$ cat src/design/fan_lut_pkg.sv
// Constants shared by the fan look-up table block
package fan_lut_pkg;
   // ----------------------------------------
   // Register offsets
   // ----------------------------------------
   localparam logic [7:0] PUSHED1_ADDR = 8'h0C;
   localparam logic [7:0] PUSHED2_ADDR = 8'h0D;
   localparam logic [7:0] FAN_CTRL_ADDR = 8'h42;
   localparam logic [7:0] FAN_SPIN_ADDR = 8'h46;
   localparam logic [7:0] LUT_CFG_ADDR = 8'h50;
   localparam logic [7:0] LUT_FIRST_ADDR = 8'h51;
   localparam logic [7:0] LUT_LAST_ADDR = 8'h78;
   localparam logic [7:0] HYST_ADDR = 8'h79;
   localparam logic [7:0] RESULT_ADDR = 8'h7A;
   // ----------------------------------------
   // Table geometry
   // ----------------------------------------
   localparam int STEPS = 8;
   localparam int CHANNELS = 4;
   localparam int CELLS_PER_STEP = 5;
   localparam int LUT_DEPTH = 40;
   localparam int LUT_AW = 6;
   localparam logic [7:0] CELL_RESET = 8'hFF;
   // ----------------------------------------
   // Field positions
   // ----------------------------------------
   localparam int CFG_TRANSLATE1_BIT = 7;
   localparam int CFG_TRANSLATE2_BIT = 6;
   localparam int CFG_LOCK_BIT = 5;
   localparam int CFG_DRIVE_SEL_BIT = 4;
   localparam int CFG_THIRD_SRC_BIT = 2;
   localparam int CFG_FOURTH_SRC_BIT = 0;
   localparam int FAN_LOOP_EN_BIT = 7;
   localparam int FAN_EDGES_LSB = 3;
   localparam int SPIN_LEVEL_LSB = 2;
   localparam int SPIN_DUR_LSB = 0;
   // ----------------------------------------
   // Reset values and fixed figures
   // ----------------------------------------
   localparam logic [7:0] FAN_CTRL_RESET = 8'h00;
   localparam logic [7:0] FAN_SPIN_RESET = 8'h00;
   localparam logic [7:0] LUT_CFG_RESET = 8'h00;
   localparam logic [7:0] HYST_RESET = 8'h00;
   localparam logic [7:0] TRANSLATE_REF_TEMP = 8'h64;
   localparam logic [7:0] DRIVE_IDLE = 8'h00;
   localparam logic [7:0] TACH_IDLE = 8'hFF;
   // ----------------------------------------
   // Timing
   // ----------------------------------------
   localparam int CLK_PERIOD_NS = 10;
   localparam int SPIN_UNIT_MS = 250;
   localparam int SPIN_UNIT_CYCLES = SPIN_UNIT_MS * 1000000 / CLK_PERIOD_NS;
   // ----------------------------------------
   // Evaluation sequencer states
   // ----------------------------------------
   typedef enum logic [2:0] {
      IDLE = 3'b000,
      THRESH = 3'b001,
      DRAIN_T = 3'b010,
      RESOLVE = 3'b011,
      DRIVE_RD = 3'b100,
      DRAIN_D = 3'b101,
      APPLY = 3'b110
   } eval_e;
endpackage

$ cat src/design/lut_memory.sv
// Table cell storage with one write port and two registered read ports
`timescale 1ns/1ps
module lut_memory #(
   parameter int W = 8,
   parameter int DEPTH = 40,
   parameter int AW = 6
) (
   input wire logic ref_clk,
   input wire logic rst,
   input wire logic wrEn,
   input wire logic [AW-1:0] wrAddr,
   input wire logic [W-1:0] wrData,
   input wire logic [AW-1:0] rdAddrA,
   output logic [W-1:0] rdDataA,
   input wire logic [AW-1:0] rdAddrB,
   output logic [W-1:0] rdDataB
);
   typedef struct packed {
      logic [DEPTH-1:0][W-1:0] cells;
      logic [W-1:0] rdA;
      logic [W-1:0] rdB;
   } mem_s;

   mem_s st;
   mem_s next_st;

   if (DEPTH > (1 << AW) || W < 1) begin : g_check
      $error("lut_memory: depth does not fit the address width");
   end

   always_comb begin
      next_st = st;
      next_st.rdA = (int'(rdAddrA) < DEPTH) ? st.cells[rdAddrA] : '0;
      next_st.rdB = (int'(rdAddrB) < DEPTH) ? st.cells[rdAddrB] : '0;
      if (wrEn && int'(wrAddr) < DEPTH) begin
         next_st.cells[wrAddr] = wrData;
      end
   end

   always_ff @(posedge ref_clk) begin
      if (rst) begin
         st.cells <= {DEPTH{fan_lut_pkg::CELL_RESET}};
         st.rdA <= '0;
         st.rdB <= '0;
      end else begin
         st <= next_st;
      end
   end

   assign rdDataA = st.rdA;
   assign rdDataB = st.rdB;
endmodule

$ cat src/design/fan_lut_ctrl.sv
// Temperature look-up table that selects the fan drive or tach target
// What this block does
// - Translated pushed value equals 100 minus stored value, or zero when stored value is above 100
// - Every table cell host readable; writable only while the lock bit is clear
// - Drive select picks duty or tach target
// - Channels independent; most demanding setting wins
// - Spin-up holds spin level for programmed duration
// - Table holds eight steps, four thresholds each
// - Step taken when temperature meets its threshold
// - Fall back below threshold minus hysteresis
`timescale 1ns/1ps
module fan_lut_ctrl #(
   parameter int unsigned SPIN_UNIT_CYCLES = fan_lut_pkg::SPIN_UNIT_CYCLES
) (
   input wire logic ref_clk,
   input wire logic rst,
   input wire logic [7:0] regAddr,
   input wire logic [7:0] regWrData,
   input wire logic regWr,
   input wire logic regRd,
   output logic [7:0] regRdData,
   output logic regRdValid,
   input wire logic [3:0][7:0] tempIn,
   input wire logic tempValid,
   output logic [7:0] pwmDuty,
   output logic [7:0] tachTarget,
   output logic spinActive,
   output logic [2:0] spinLevel
);
   // ----------------------------------------
   // State
   // ----------------------------------------
   typedef struct packed {
      fan_lut_pkg::eval_e state;
      logic [5:0] idx;
      logic [5:0] capIdx;
      logic pending;
      logic [7:0] fanCfg;
      logic [7:0] spinCfg;
      logic [7:0] lutCfg;
      logic [7:0] pushed1;
      logic [7:0] pushed2;
      logic [7:0] hyst;
      logic [3:0][7:0] snap;
      logic [3:0][3:0] cand;
      logic [3:0][3:0] cur;
      logic [3:0][7:0] thrCur;
      logic [7:0] best;
      logic bestOn;
      logic [7:0] pwmDuty;
      logic [7:0] tachTarget;
      logic [7:0] result;
      logic rdPend;
      logic [7:0] rdAddr;
      logic [7:0] rdData;
      logic rdValid;
      logic loopWas;
      logic spinActive;
      logic [31:0] spinCnt;
   } ctrl_s;

   ctrl_s st;
   ctrl_s next_st;

   logic [7:0] lutOff;
   logic inLut;
   logic locked;
   logic driveMode;
   logic memWr;
   logic [5:0] scanAddr;
   logic [3:0] drvStep;
   logic [5:0] drvAddr;
   logic [7:0] rdDataA;
   logic [7:0] rdDataB;
   logic [3:0][7:0] effTemp;
   logic [7:0] pushEff1;
   logic [7:0] pushEff2;
   logic startScan;
   logic loopOn;

   if (SPIN_UNIT_CYCLES < 2 || SPIN_UNIT_CYCLES > 32'h1000_0000) begin : g_check
      $error("fan_lut_ctrl: spin unit out of range");
   end

   // ----------------------------------------
   // Register decode and table storage
   // ----------------------------------------
   assign lutOff = regAddr - fan_lut_pkg::LUT_FIRST_ADDR;
   assign inLut = regAddr >= fan_lut_pkg::LUT_FIRST_ADDR && regAddr <= fan_lut_pkg::LUT_LAST_ADDR;
   assign locked = st.lutCfg[fan_lut_pkg::CFG_LOCK_BIT];
   assign driveMode = st.lutCfg[fan_lut_pkg::CFG_DRIVE_SEL_BIT];
   assign memWr = regWr && inLut && !locked;
   assign scanAddr = ({3'b000, st.idx[4:2]} * 6'd5) + 6'd1 + {4'b0000, st.idx[1:0]};
   assign drvStep = st.cur[st.idx[1:0]] - 4'd1;
   assign drvAddr = {2'b00, drvStep} * 6'd5;

   lut_memory #(
      .W(8),
      .DEPTH(fan_lut_pkg::LUT_DEPTH),
      .AW(fan_lut_pkg::LUT_AW)
   ) u_mem (
      .ref_clk(ref_clk),
      .rst(rst),
      .wrEn(memWr),
      .wrAddr(lutOff[5:0]),
      .wrData(regWrData),
      .rdAddrA(lutOff[5:0]),
      .rdDataA(rdDataA),
      .rdAddrB(st.state == fan_lut_pkg::THRESH ? scanAddr : drvAddr),
      .rdDataB(rdDataB)
   );

   // ----------------------------------------
   // Input channel sources
   // ----------------------------------------
   always_comb begin
      pushEff1 = st.pushed1;
      pushEff2 = st.pushed2;
      if (st.lutCfg[fan_lut_pkg::CFG_TRANSLATE1_BIT]) begin
         pushEff1 = (st.pushed1 > fan_lut_pkg::TRANSLATE_REF_TEMP) ? 8'h00 :
            fan_lut_pkg::TRANSLATE_REF_TEMP - st.pushed1;
      end
      if (st.lutCfg[fan_lut_pkg::CFG_TRANSLATE2_BIT]) begin
         pushEff2 = (st.pushed2 > fan_lut_pkg::TRANSLATE_REF_TEMP) ? 8'h00 :
            fan_lut_pkg::TRANSLATE_REF_TEMP - st.pushed2;
      end
      effTemp[0] = tempIn[0];
      effTemp[1] = tempIn[1];
      effTemp[2] = st.lutCfg[fan_lut_pkg::CFG_THIRD_SRC_BIT] ? pushEff1 : tempIn[2];
      effTemp[3] = st.lutCfg[fan_lut_pkg::CFG_FOURTH_SRC_BIT] ? pushEff2 : tempIn[3];
   end

   assign startScan = st.state == fan_lut_pkg::IDLE && st.pending;
   assign loopOn = st.fanCfg[fan_lut_pkg::FAN_LOOP_EN_BIT] && !driveMode;

   // ----------------------------------------
   // Next state
   // ----------------------------------------
   always_comb begin
      next_st = st;
      // Register writes
      if (regWr && !locked) begin
         case (regAddr)
            fan_lut_pkg::LUT_CFG_ADDR: next_st.lutCfg = regWrData;
            fan_lut_pkg::HYST_ADDR: next_st.hyst = regWrData;
            default: ;
         endcase
      end
      if (regWr) begin
         case (regAddr)
            fan_lut_pkg::FAN_CTRL_ADDR: next_st.fanCfg = regWrData;
            fan_lut_pkg::FAN_SPIN_ADDR: next_st.spinCfg = regWrData;
            fan_lut_pkg::PUSHED1_ADDR: next_st.pushed1 = regWrData;
            fan_lut_pkg::PUSHED2_ADDR: next_st.pushed2 = regWrData;
            default: ;
         endcase
      end
      // Any new input or table change asks for a fresh pass; a new request wins over the clear
      next_st.pending = (st.pending && !startScan) || tempValid ||
         (regWr && (regAddr == fan_lut_pkg::PUSHED1_ADDR || regAddr == fan_lut_pkg::PUSHED2_ADDR ||
         regAddr == fan_lut_pkg::LUT_CFG_ADDR || regAddr == fan_lut_pkg::HYST_ADDR || inLut));
      // Register reads: address taken, then data on the next edge
      next_st.rdPend = regRd;
      next_st.rdAddr = regAddr;
      next_st.rdValid = st.rdPend;
      if (st.rdPend) begin
         if (st.rdAddr >= fan_lut_pkg::LUT_FIRST_ADDR && st.rdAddr <= fan_lut_pkg::LUT_LAST_ADDR) begin
            next_st.rdData = rdDataA;
         end else begin
            case (st.rdAddr)
               fan_lut_pkg::FAN_CTRL_ADDR: next_st.rdData = st.fanCfg;
               fan_lut_pkg::FAN_SPIN_ADDR: next_st.rdData = st.spinCfg;
               fan_lut_pkg::LUT_CFG_ADDR: next_st.rdData = st.lutCfg;
               fan_lut_pkg::PUSHED1_ADDR: next_st.rdData = st.pushed1;
               fan_lut_pkg::PUSHED2_ADDR: next_st.rdData = st.pushed2;
               fan_lut_pkg::HYST_ADDR: next_st.rdData = st.hyst;
               fan_lut_pkg::RESULT_ADDR: next_st.rdData = st.result;
               default: next_st.rdData = 8'h00;
            endcase
         end
      end
      // Evaluation sequencer
      case (st.state)
         fan_lut_pkg::IDLE: begin
            if (st.pending) begin
               next_st.state = fan_lut_pkg::THRESH;
               next_st.idx = 6'd0;
               next_st.snap = effTemp;
               next_st.cand = '0;
               next_st.bestOn = 1'b0;
            end
         end
         fan_lut_pkg::THRESH, fan_lut_pkg::DRAIN_T: begin
            if (st.state == fan_lut_pkg::THRESH && st.idx != 6'd0 || st.state == fan_lut_pkg::DRAIN_T) begin
               // Ascending scan leaves the highest met step
               if (st.snap[st.capIdx[1:0]] >= rdDataB) begin
                  next_st.cand[st.capIdx[1:0]] = {1'b0, st.capIdx[4:2]} + 4'd1;
               end
               if ({1'b0, st.capIdx[4:2]} + 4'd1 == st.cur[st.capIdx[1:0]]) begin
                  next_st.thrCur[st.capIdx[1:0]] = rdDataB;
               end
            end
            next_st.capIdx = st.idx;
            next_st.idx = st.idx + 6'd1;
            if (st.state == fan_lut_pkg::DRAIN_T) begin
               next_st.state = fan_lut_pkg::RESOLVE;
            end else if (st.idx == 6'd31) begin
               next_st.state = fan_lut_pkg::DRAIN_T;
            end
         end
         fan_lut_pkg::RESOLVE: begin
            for (int c = 0; c < fan_lut_pkg::CHANNELS; c++) begin
               if (st.cand[c] >= st.cur[c]) begin
                  next_st.cur[c] = st.cand[c];
               end else if ({1'b0, st.snap[c]} + {1'b0, st.hyst} < {1'b0, st.thrCur[c]}) begin
                  next_st.cur[c] = st.cand[c];
               end
            end
            next_st.idx = 6'd0;
            next_st.state = fan_lut_pkg::DRIVE_RD;
         end
         fan_lut_pkg::DRIVE_RD, fan_lut_pkg::DRAIN_D: begin
            if (st.state == fan_lut_pkg::DRIVE_RD && st.idx != 6'd0 || st.state == fan_lut_pkg::DRAIN_D) begin
               if (st.cur[st.capIdx[1:0]] != 4'd0) begin
                  // Drive mode wants the larger duty, speed mode the smaller tach count
                  if (!st.bestOn || (driveMode ? rdDataB > st.best : rdDataB < st.best)) begin
                     next_st.best = rdDataB;
                  end
                  next_st.bestOn = 1'b1;
               end
            end
            next_st.capIdx = st.idx;
            next_st.idx = st.idx + 6'd1;
            if (st.state == fan_lut_pkg::DRAIN_D) begin
               next_st.state = fan_lut_pkg::APPLY;
            end else if (st.idx == 6'd3) begin
               next_st.state = fan_lut_pkg::DRAIN_D;
            end
         end
         fan_lut_pkg::APPLY: begin
            if (driveMode) begin
               next_st.pwmDuty = st.bestOn ? st.best : fan_lut_pkg::DRIVE_IDLE;
               next_st.result = st.bestOn ? st.best : fan_lut_pkg::DRIVE_IDLE;
            end else begin
               next_st.tachTarget = st.bestOn ? st.best : fan_lut_pkg::TACH_IDLE;
               next_st.result = st.bestOn ? st.best : fan_lut_pkg::TACH_IDLE;
            end
            next_st.state = fan_lut_pkg::IDLE;
         end
         default: next_st.state = fan_lut_pkg::IDLE;
      endcase
      // Spin-up when the speed loop is switched on
      next_st.loopWas = loopOn;
      if (!loopOn) begin
         next_st.spinActive = 1'b0;
      end else if (!st.loopWas) begin
         next_st.spinActive = 1'b1;
         next_st.spinCnt = (SPIN_UNIT_CYCLES << st.spinCfg[fan_lut_pkg::SPIN_DUR_LSB +: 2]) - 32'd1;
      end else if (st.spinActive) begin
         if (st.spinCnt == 32'd0) begin
            next_st.spinActive = 1'b0;
         end else begin
            next_st.spinCnt = st.spinCnt - 32'd1;
         end
      end
   end

   always_ff @(posedge ref_clk) begin
      if (rst) begin
         st <= '0;
         st.state <= fan_lut_pkg::IDLE;
         st.fanCfg <= fan_lut_pkg::FAN_CTRL_RESET;
         st.spinCfg <= fan_lut_pkg::FAN_SPIN_RESET;
         st.lutCfg <= fan_lut_pkg::LUT_CFG_RESET;
         st.hyst <= fan_lut_pkg::HYST_RESET;
         st.tachTarget <= fan_lut_pkg::TACH_IDLE;
         st.pwmDuty <= fan_lut_pkg::DRIVE_IDLE;
      end else begin
         st <= next_st;
      end
   end

   assign regRdData = st.rdData;
   assign regRdValid = st.rdValid;
   assign pwmDuty = st.pwmDuty;
   assign tachTarget = st.tachTarget;
   assign spinActive = st.spinActive;
   assign spinLevel = st.spinCfg[fan_lut_pkg::SPIN_LEVEL_LSB +: 3];
endmodule

$ cat config.mk
export PLATFORM = sky130hd
export DESIGN_NAME = fan_lut_ctrl
export DESIGN_NICKNAME = d
export VERILOG_FILES = /design/src/design/fan_lut_pkg.sv /design/src/design/lut_memory.sv /design/src/design/fan_lut_ctrl.sv
export SDC_FILE = /design/constraint.sdc
export NUM_CORES = 2
export LEC_CHECK = 0
export BUFFER_PORTS_ARGS = -buffer_cell sky130_fd_sc_hd__buf_2
export CORE_MARGIN = 3
export CORE_UTILIZATION = 45
export CTS_BUF_LIST = sky130_fd_sc_hd__clkbuf_8
export DETAILED_ROUTE_END_ITERATION = 8
export GPL_ROUTABILITY_DRIVEN = 0
export PLACE_DENSITY_LB_ADDON = 0.12
export SLEW_MARGIN = 5
export SYNTH_ARGS = -nofsm -noshare
export SYNTH_HDL_FRONTEND = slang
export SYNTH_SLANG_ARGS = --single-unit
$ cat constraint.sdc
create_clock -name ref_clk -period 10.4 [get_ports ref_clk]
set_input_delay 0.52 -clock ref_clk [delete_from_list [all_inputs] [get_ports ref_clk]]
set_output_delay 0.52 -clock ref_clk [all_outputs]
set_load 0.02 [all_outputs]
After elaboration in Yosys (flattened, before gate mapping)
Index checks and enable logic that the tools add are counted.
W data, S select, Z words.
{"block": "op_classes", "reduce_logical": 64, "n_shift": 1, "multipliers": 2, "bitwise": 4, "magnitude_cmp": 25, "div_mod_pow": 0, "addsub": 14, "n_eq_ne": 31, "n_mux": 59}
{"op": "$bwmux W320", "count": 1}
{"op": "$mux W8", "count": 15}
{"op": "$bmux W8 S6", "count": 2}
{"op": "$eq A8 B7 Y1 const B", "count": 9}
{"op": "$mux W33", "count": 2}
{"op": "$sub A32 B1 Y32 const B", "count": 2}
{"op": "$pmux W8 S7", "count": 1}
{"op": "$demux W8 S6", "count": 1}
{"op": "$mux W16", "count": 3}
{"op": "$mux W4", "count": 11}
{"op": "$add A8 B8 Y9", "count": 4}
{"op": "$lt A9 B8 Y1", "count": 4}
{"op": "$bwmux W32", "count": 1}
{"op": "$eq A8 B4 Y1 const B", "count": 4}
{"op": "$logic_not A32 Y1", "count": 1}
{"op": "$mux W32", "count": 1}
{"op": "$pmux W16 S2", "count": 1}
{"op": "$shl A25 B2 Y32 const A", "count": 1}
{"op": "$reduce_and A2 Y1", "count": 14}
{"op": "$pmux W6 S3", "count": 1}
{"op": "$bmux W4 S2", "count": 2}
{"op": "$bmux W8 S2", "count": 1}
{"op": "$bwmux W16", "count": 1}
{"op": "$demux W8 S2", "count": 1}
{"op": "48 further kinds", "count": 116}
{"block": "totals", "regBits": 580, "input_bits": 53, "ramBits": 0, "mem_bits_ro": 0, "latchBits": 0, "output_inout_bits": 29, "n_memories": 0, "elab_cells": 280}

Depth between registers and ports, before layout
{"block": "depth", "ltp_word": 8, "depth_mapped": 17, "depth_no_buf": 17}

Hierarchy
From an unflattened synthesis, not the netlist that was laid out.
{"block": "unflattened", "hier_cells": 3555, "area_unflattened_um2": 32735.1}
{"module": "lut_memory", "cells_per_inst": 1833, "seq_area_each_um2": 6726.5, "instances": 1, "area_per_inst_um2": 18298.8}
{"module": "fan_lut_ctrl", "cells_per_inst": 1722, "seq_area_each_um2": 4884.7, "instances": 1, "area_per_inst_um2": 14436.3}

Worst setup path after synthesis
Ideal clock, no wire load.
{"block": "synth_timing", "path_type": "reg-to-reg", "from": "register st[236] in the netlist's numbering", "to": "register u_mem.st (netlist bit u_mem.rdDataB[7])", "path_buffers": 2, "path_slack_ns": 6.726, "required_time_ns": 10.324, "period_less_slack_ns": 3.674, "setup_time_ns": 0.076, "arrival_time_ns": 3.598, "path_stages_with_launch": 15, "cell_sequence": "dfxtp_1 > buf_6 > mux4_2 > nor3_2 > xnor2_1 > ha_1 > ha_1 > fa_1 > nor2_1 > a31oi_1 > clkbuf_1 > nand2b_1 > a311oi_1 > or4_1 > o22ai_1"}
{"block": "synth_between", "elab_chain_cells": 8, "word_cells_on_any_way": 11, "cone_classes": "add/sub: 2; mul: 1; order compare: 1; mux: 5; bitwise: 1; reduce/logical: 1"}
{"element": "start: declaration", "line_no": "fan_lut_ctrl.sv:62", "source": "ctrl_s st;"}
{"element": "start signal: assignment", "line_no": "fan_lut_ctrl.sv:279", "source": "st <= next_st;"}
{"element": "$bmux W4 S2", "line_no": "fan_lut_ctrl.sv:94", "source": "assign drvStep = st.cur[st.idx[1:0]] - 4'd1;"}
{"element": "$mux W4 (not written as such)", "line_no": "fan_lut_ctrl.sv:94"}
{"element": "$sub A4 B1 Y4", "line_no": "fan_lut_ctrl.sv:94"}
{"element": "$mul A4 B3 Y6", "line_no": "fan_lut_ctrl.sv:95", "source": "assign drvAddr = {2'b00, drvStep} * 6'd5;"}
{"element": "$mux W6 *", "line_no": "fan_lut_ctrl.sv:109", "source": ".rdAddrB(st.state == fan_lut_pkg::THRESH ? scanAddr : drvAddr),"}
{"element": "parallel branches: the longest is 3 deep, another holds $bmux W8 S6"}
{"element": "end signal: assignment", "line_no": "lut_memory.sv:46", "source": "st <= next_st;"}
{"element": "end: declaration", "line_no": "lut_memory.sv:24", "source": "mem_s st;"}
Mark *: on every way between the ends. The select of a mux whose other input is x is not followed.
A chain may end at the register's enable or synchronous reset.

Final worst setup path
{"block": "layout_timing", "from": "register st[237] in the netlist's numbering", "to": "register u_mem.st (netlist bit u_mem.rdDataB[0])"}
Same word-level chain as after synthesis.

==> results.json <==
{
  "status": "completed",
  "grt_usage_pct": 29.1,
  "worstSkewPairLatency_ns": 0.72,
  "numPortBuffers": 81,
  "leakage_nw": 15.1,
  "power_density_nw_per_um2": 160,
  "rows": 96,
  "crit_chain": "fa_1 > ha_1 > nor4b_1 > a21o_4 > buf_4 > nand2_1 > and3_1 > a311oi_1 > a311o_1 > o311ai_0 > o32ai_1",
  "crit_arrival_ns": 5.43,
  "end_kind": "flop",
  "tns_ns": 0,
  "post-route-period-util_pct": 46.4,
  "overflow": 0,
  "final_common_cell": "nand2_1",
  "crit_type": "reg2reg",
  "first_iter_violations": 3652,
  "antenna_found_initial": 6,
  "grt_pass1_vias": 27700,
  "cts_repair_resize_count": 0,
  "worstPathMaxFanout": 68,
  "fillers": 6869,
  "min_path_type": "in2reg",
  "root_buffer": "clkbuf_8",
  "synth-adder-area-share_pct": 5.01,
  "syn_area_um2": 31500,
  "avgSynthCellArea_um2": 7.80,
  "required_ns": 11.01,
  "cpPeakStageDelay_ns": 0.75,
  "synthXorXnorAreaFrac_pct": 1.56,
  "coreArea_um2": 68900,
  "pre_cts_slack_ns": 5.70,
  "period_minus_slack_ns": 4.82,
  "synth-seq-cells": 580,
  "cts.reportedPaths.clkPinSlew_ns": 0.07,
  "finalNetCount": 4167,
  "path_buf_inv": 1,
  "dp_cells": 4808,
  "final_cell_count_no_fill": 5009,
  "grt_max_degree": 199,
  "synth_compound_area_share_pct": 16.7,
  "cap_viol_max_count": 0,
  "dpl.hpwl_um": 71800,
  "vias_per_cell": 5.98,
  "critPathTopFamily": "compound AO/OA/AOI/OAI gates",
  "worstSetupStartpointType": "flop",
  "numClockSinks": 580,
  "cts_tree": "yes",
  "dieArea_um2": 73300,
  "hold_viol": 0,
  "vias": 30000,
  "vdd_drop_max_mv": 0.105,
  "synthMuxAreaShare_pct": 4.17,
  "grt_pass1_wl_um": 169000,
  "synth_edf_count": 0,
  "die_y_um": 271,
  "synthCells": 4042,
  "seq_area_frac_synth_pct": 36.8,
  "drc": 0,
  "die_w_um": 271,
  "h-tree-depth": 3,
  "setup_ws_ns": 5.58,
  "synthSimpleGateAreaFrac_pct": 30.2,
  "fmax_mhz": 207,
  "drive_above_1_share_pct": 8.42,
  "ios": 82,
  "maxSlewViolCount": 0,
  "cts_buffers": 102,
  "start_util_pct": 45.7,
  "final_util_pct": 50.2,
  "wl_um": 110000,
  "synth.distinct_cells": 81,
  "synth_flop_cell": "dfxtp_1",
  "yosysWarnings": 0,
  "async_flop_share_pct": 0,
  "fin_skew_ns": 0.0369,
  "slew-limit-headroom_pct": 20.4,
  "synth_top_family_by_area": "simple AND/OR/NAND/NOR gates",
  "syn_nets": 4217,
  "synthToLayoutAreaGrowth_pct": 9.86,
  "cp_slowest_cell": "buf_4",
  "wl_per_cell_um": 22.0,
  "clockBufferDepth": 3,
  "ant_nets": 0,
  "setup_viol": 0,
  "p_total_mw": 5.54,
  "firstDrtPassIters": 6,
  "worstMarginPinSlew_ns": 1.19,
  "layout_common_cells": "nand2_1 (1045), dfxtp_1 (580), nand3b_1 (260), nor2_1 (255), inv_1 (153)",
  "rsz0062_at_grt": "no"
}
==> worst paths after layout <==
check                                             start                     endpoint  slack [ns]  cells past startpoint
worst min-delay path                          tempIn[9]         st[158]$_SDFFE_PP0P_        0.05                      3
worst min register to register  pwmDuty[4]$_SDFFE_PP0P_      pwmDuty[4]$_SDFFE_PP0P_        0.46                      2
worst max register to register     st[237]$_SDFFE_PP0P_  u_mem.rdDataB[0]$_SDFF_PP0_        5.58                     11
worst max-delay path               st[237]$_SDFFE_PP0P_  u_mem.rdDataB[0]$_SDFF_PP0_        5.58                     11
==> power by group <==
group          switching, mW  total [mW]  internal [mW]
registers             0.0651        2.32           2.26
clock network           1.02        2.28           1.27
logic                  0.619       0.937          0.318
==> Yosys cell counts (all sizes together) (6+ instances only) <==
cell type	instances	area, µm²
a211o	72	631
a211oi	6	45.0
a21o	41	308
a21oi	152	761
a221oi	8	70.1
a222oi	15	150
a22oi	147	1100
a311o	6	60.1
a311oi	39	342
a31oi	12	75.1
a32o	16	160
a41o	7	70.1
a41oi	7	61.3
and2	8	50.1
and3	45	282
buf	84	470
clkbuf	206	773
dfxtp	580	11600
fa	7	140
ha	115	1440
inv	125	469
mux2i	86	865
mux4	19	428
nand2	1045	3920
nand2b	25	156
nand3	151	761
nand3b	260	1950
nand4	27	169
nor2	269	1030
nor2b	88	551
nor3	37	195
nor4	23	144
nor4b	7	67.6
o211ai	18	135
o21a	11	82.6
o21ai	83	415
o21bai	10	75.1
o221ai	14	123
o22ai	32	200
o311ai	6	52.6
o32ai	9	78.8
o41ai	8	70.1
or3	11	68.8
xnor2	38	333
xor2	18	158
==> cell families after synthesis <==
| family | after synthesis |
|---|---|
| compound gates | 742 |
| xor+xnor | 56 |
| fa+ha+maj | 122 |
| mux | 107 |
| flops | 580 |
| simple gates | 2018 |
| buf+inv | 417 |
==> tightest hold or removal path: cells and delay by family <==
| family | cells | cell delay, ns |
|---|---|---|
| AO/OA/AOI/OAI | 1 | 0.05 |
| buffers and inverters | 1 | 0.10 |
| AND/OR/NAND/NOR | 1 | 0.05 |
==> what timing repair did <==
item / CTS / global route
buffers inserted: 0 / 0
endpoints found under the hold margin: 11 / 0
hold buffers: 11 / 0
==> area by class of cell <==
class	count	area, µm²	area share (%)
Sequential cell	580	11600	33.5
Inverter	127	477	1.38
Multi-Input combinational cell	3045	18300	52.9
Clock buffer	122	1680	4.85
Antenna cell	4	10.0	0.0289
Timing Repair Buffer	136	868	2.51
Clock inverter	64	515	1.49
Tap cell	931	1160	3.36
==> layer usage <==
| metal | GRT usage, % | part of all wire (%) | up-vias |
|---|---|---|---|
| met5 | 0 | 0.018 | - |
| met4 | 11.6 | 3.7 | 4 |
| met3 | 6.84 | 10 | 286 |
| met2 | 43.2 | 42 | 1511 |
| met1 | 40.7 | 44 | 14100 |
| li1 | - | - | 14000 |
==> state kept, by name, summed over array words and instances, names as in the netlist <==
name           count
u_mem.st         320
st               212
pwmDuty            8
regRdData          8
tachTarget         8
u_mem.rdDataA      8
u_mem.rdDataB      8
spinLevel          3
driveMode          1
locked             1
next_st            1
regRdValid         1
spinActive         1
==> per-stage QoR <==
stage	hold slack [ns]	area, µm²
2_1_floorplan	0.431	31500
3_3_place_gp	0.438	32300
3_5_place_dp	0.448	32300
4_1_cts	0.00126	34600
5_1_grt	0.0297	34600
6_report	0.0480	34600
Power figures use the tool's default switching activity.
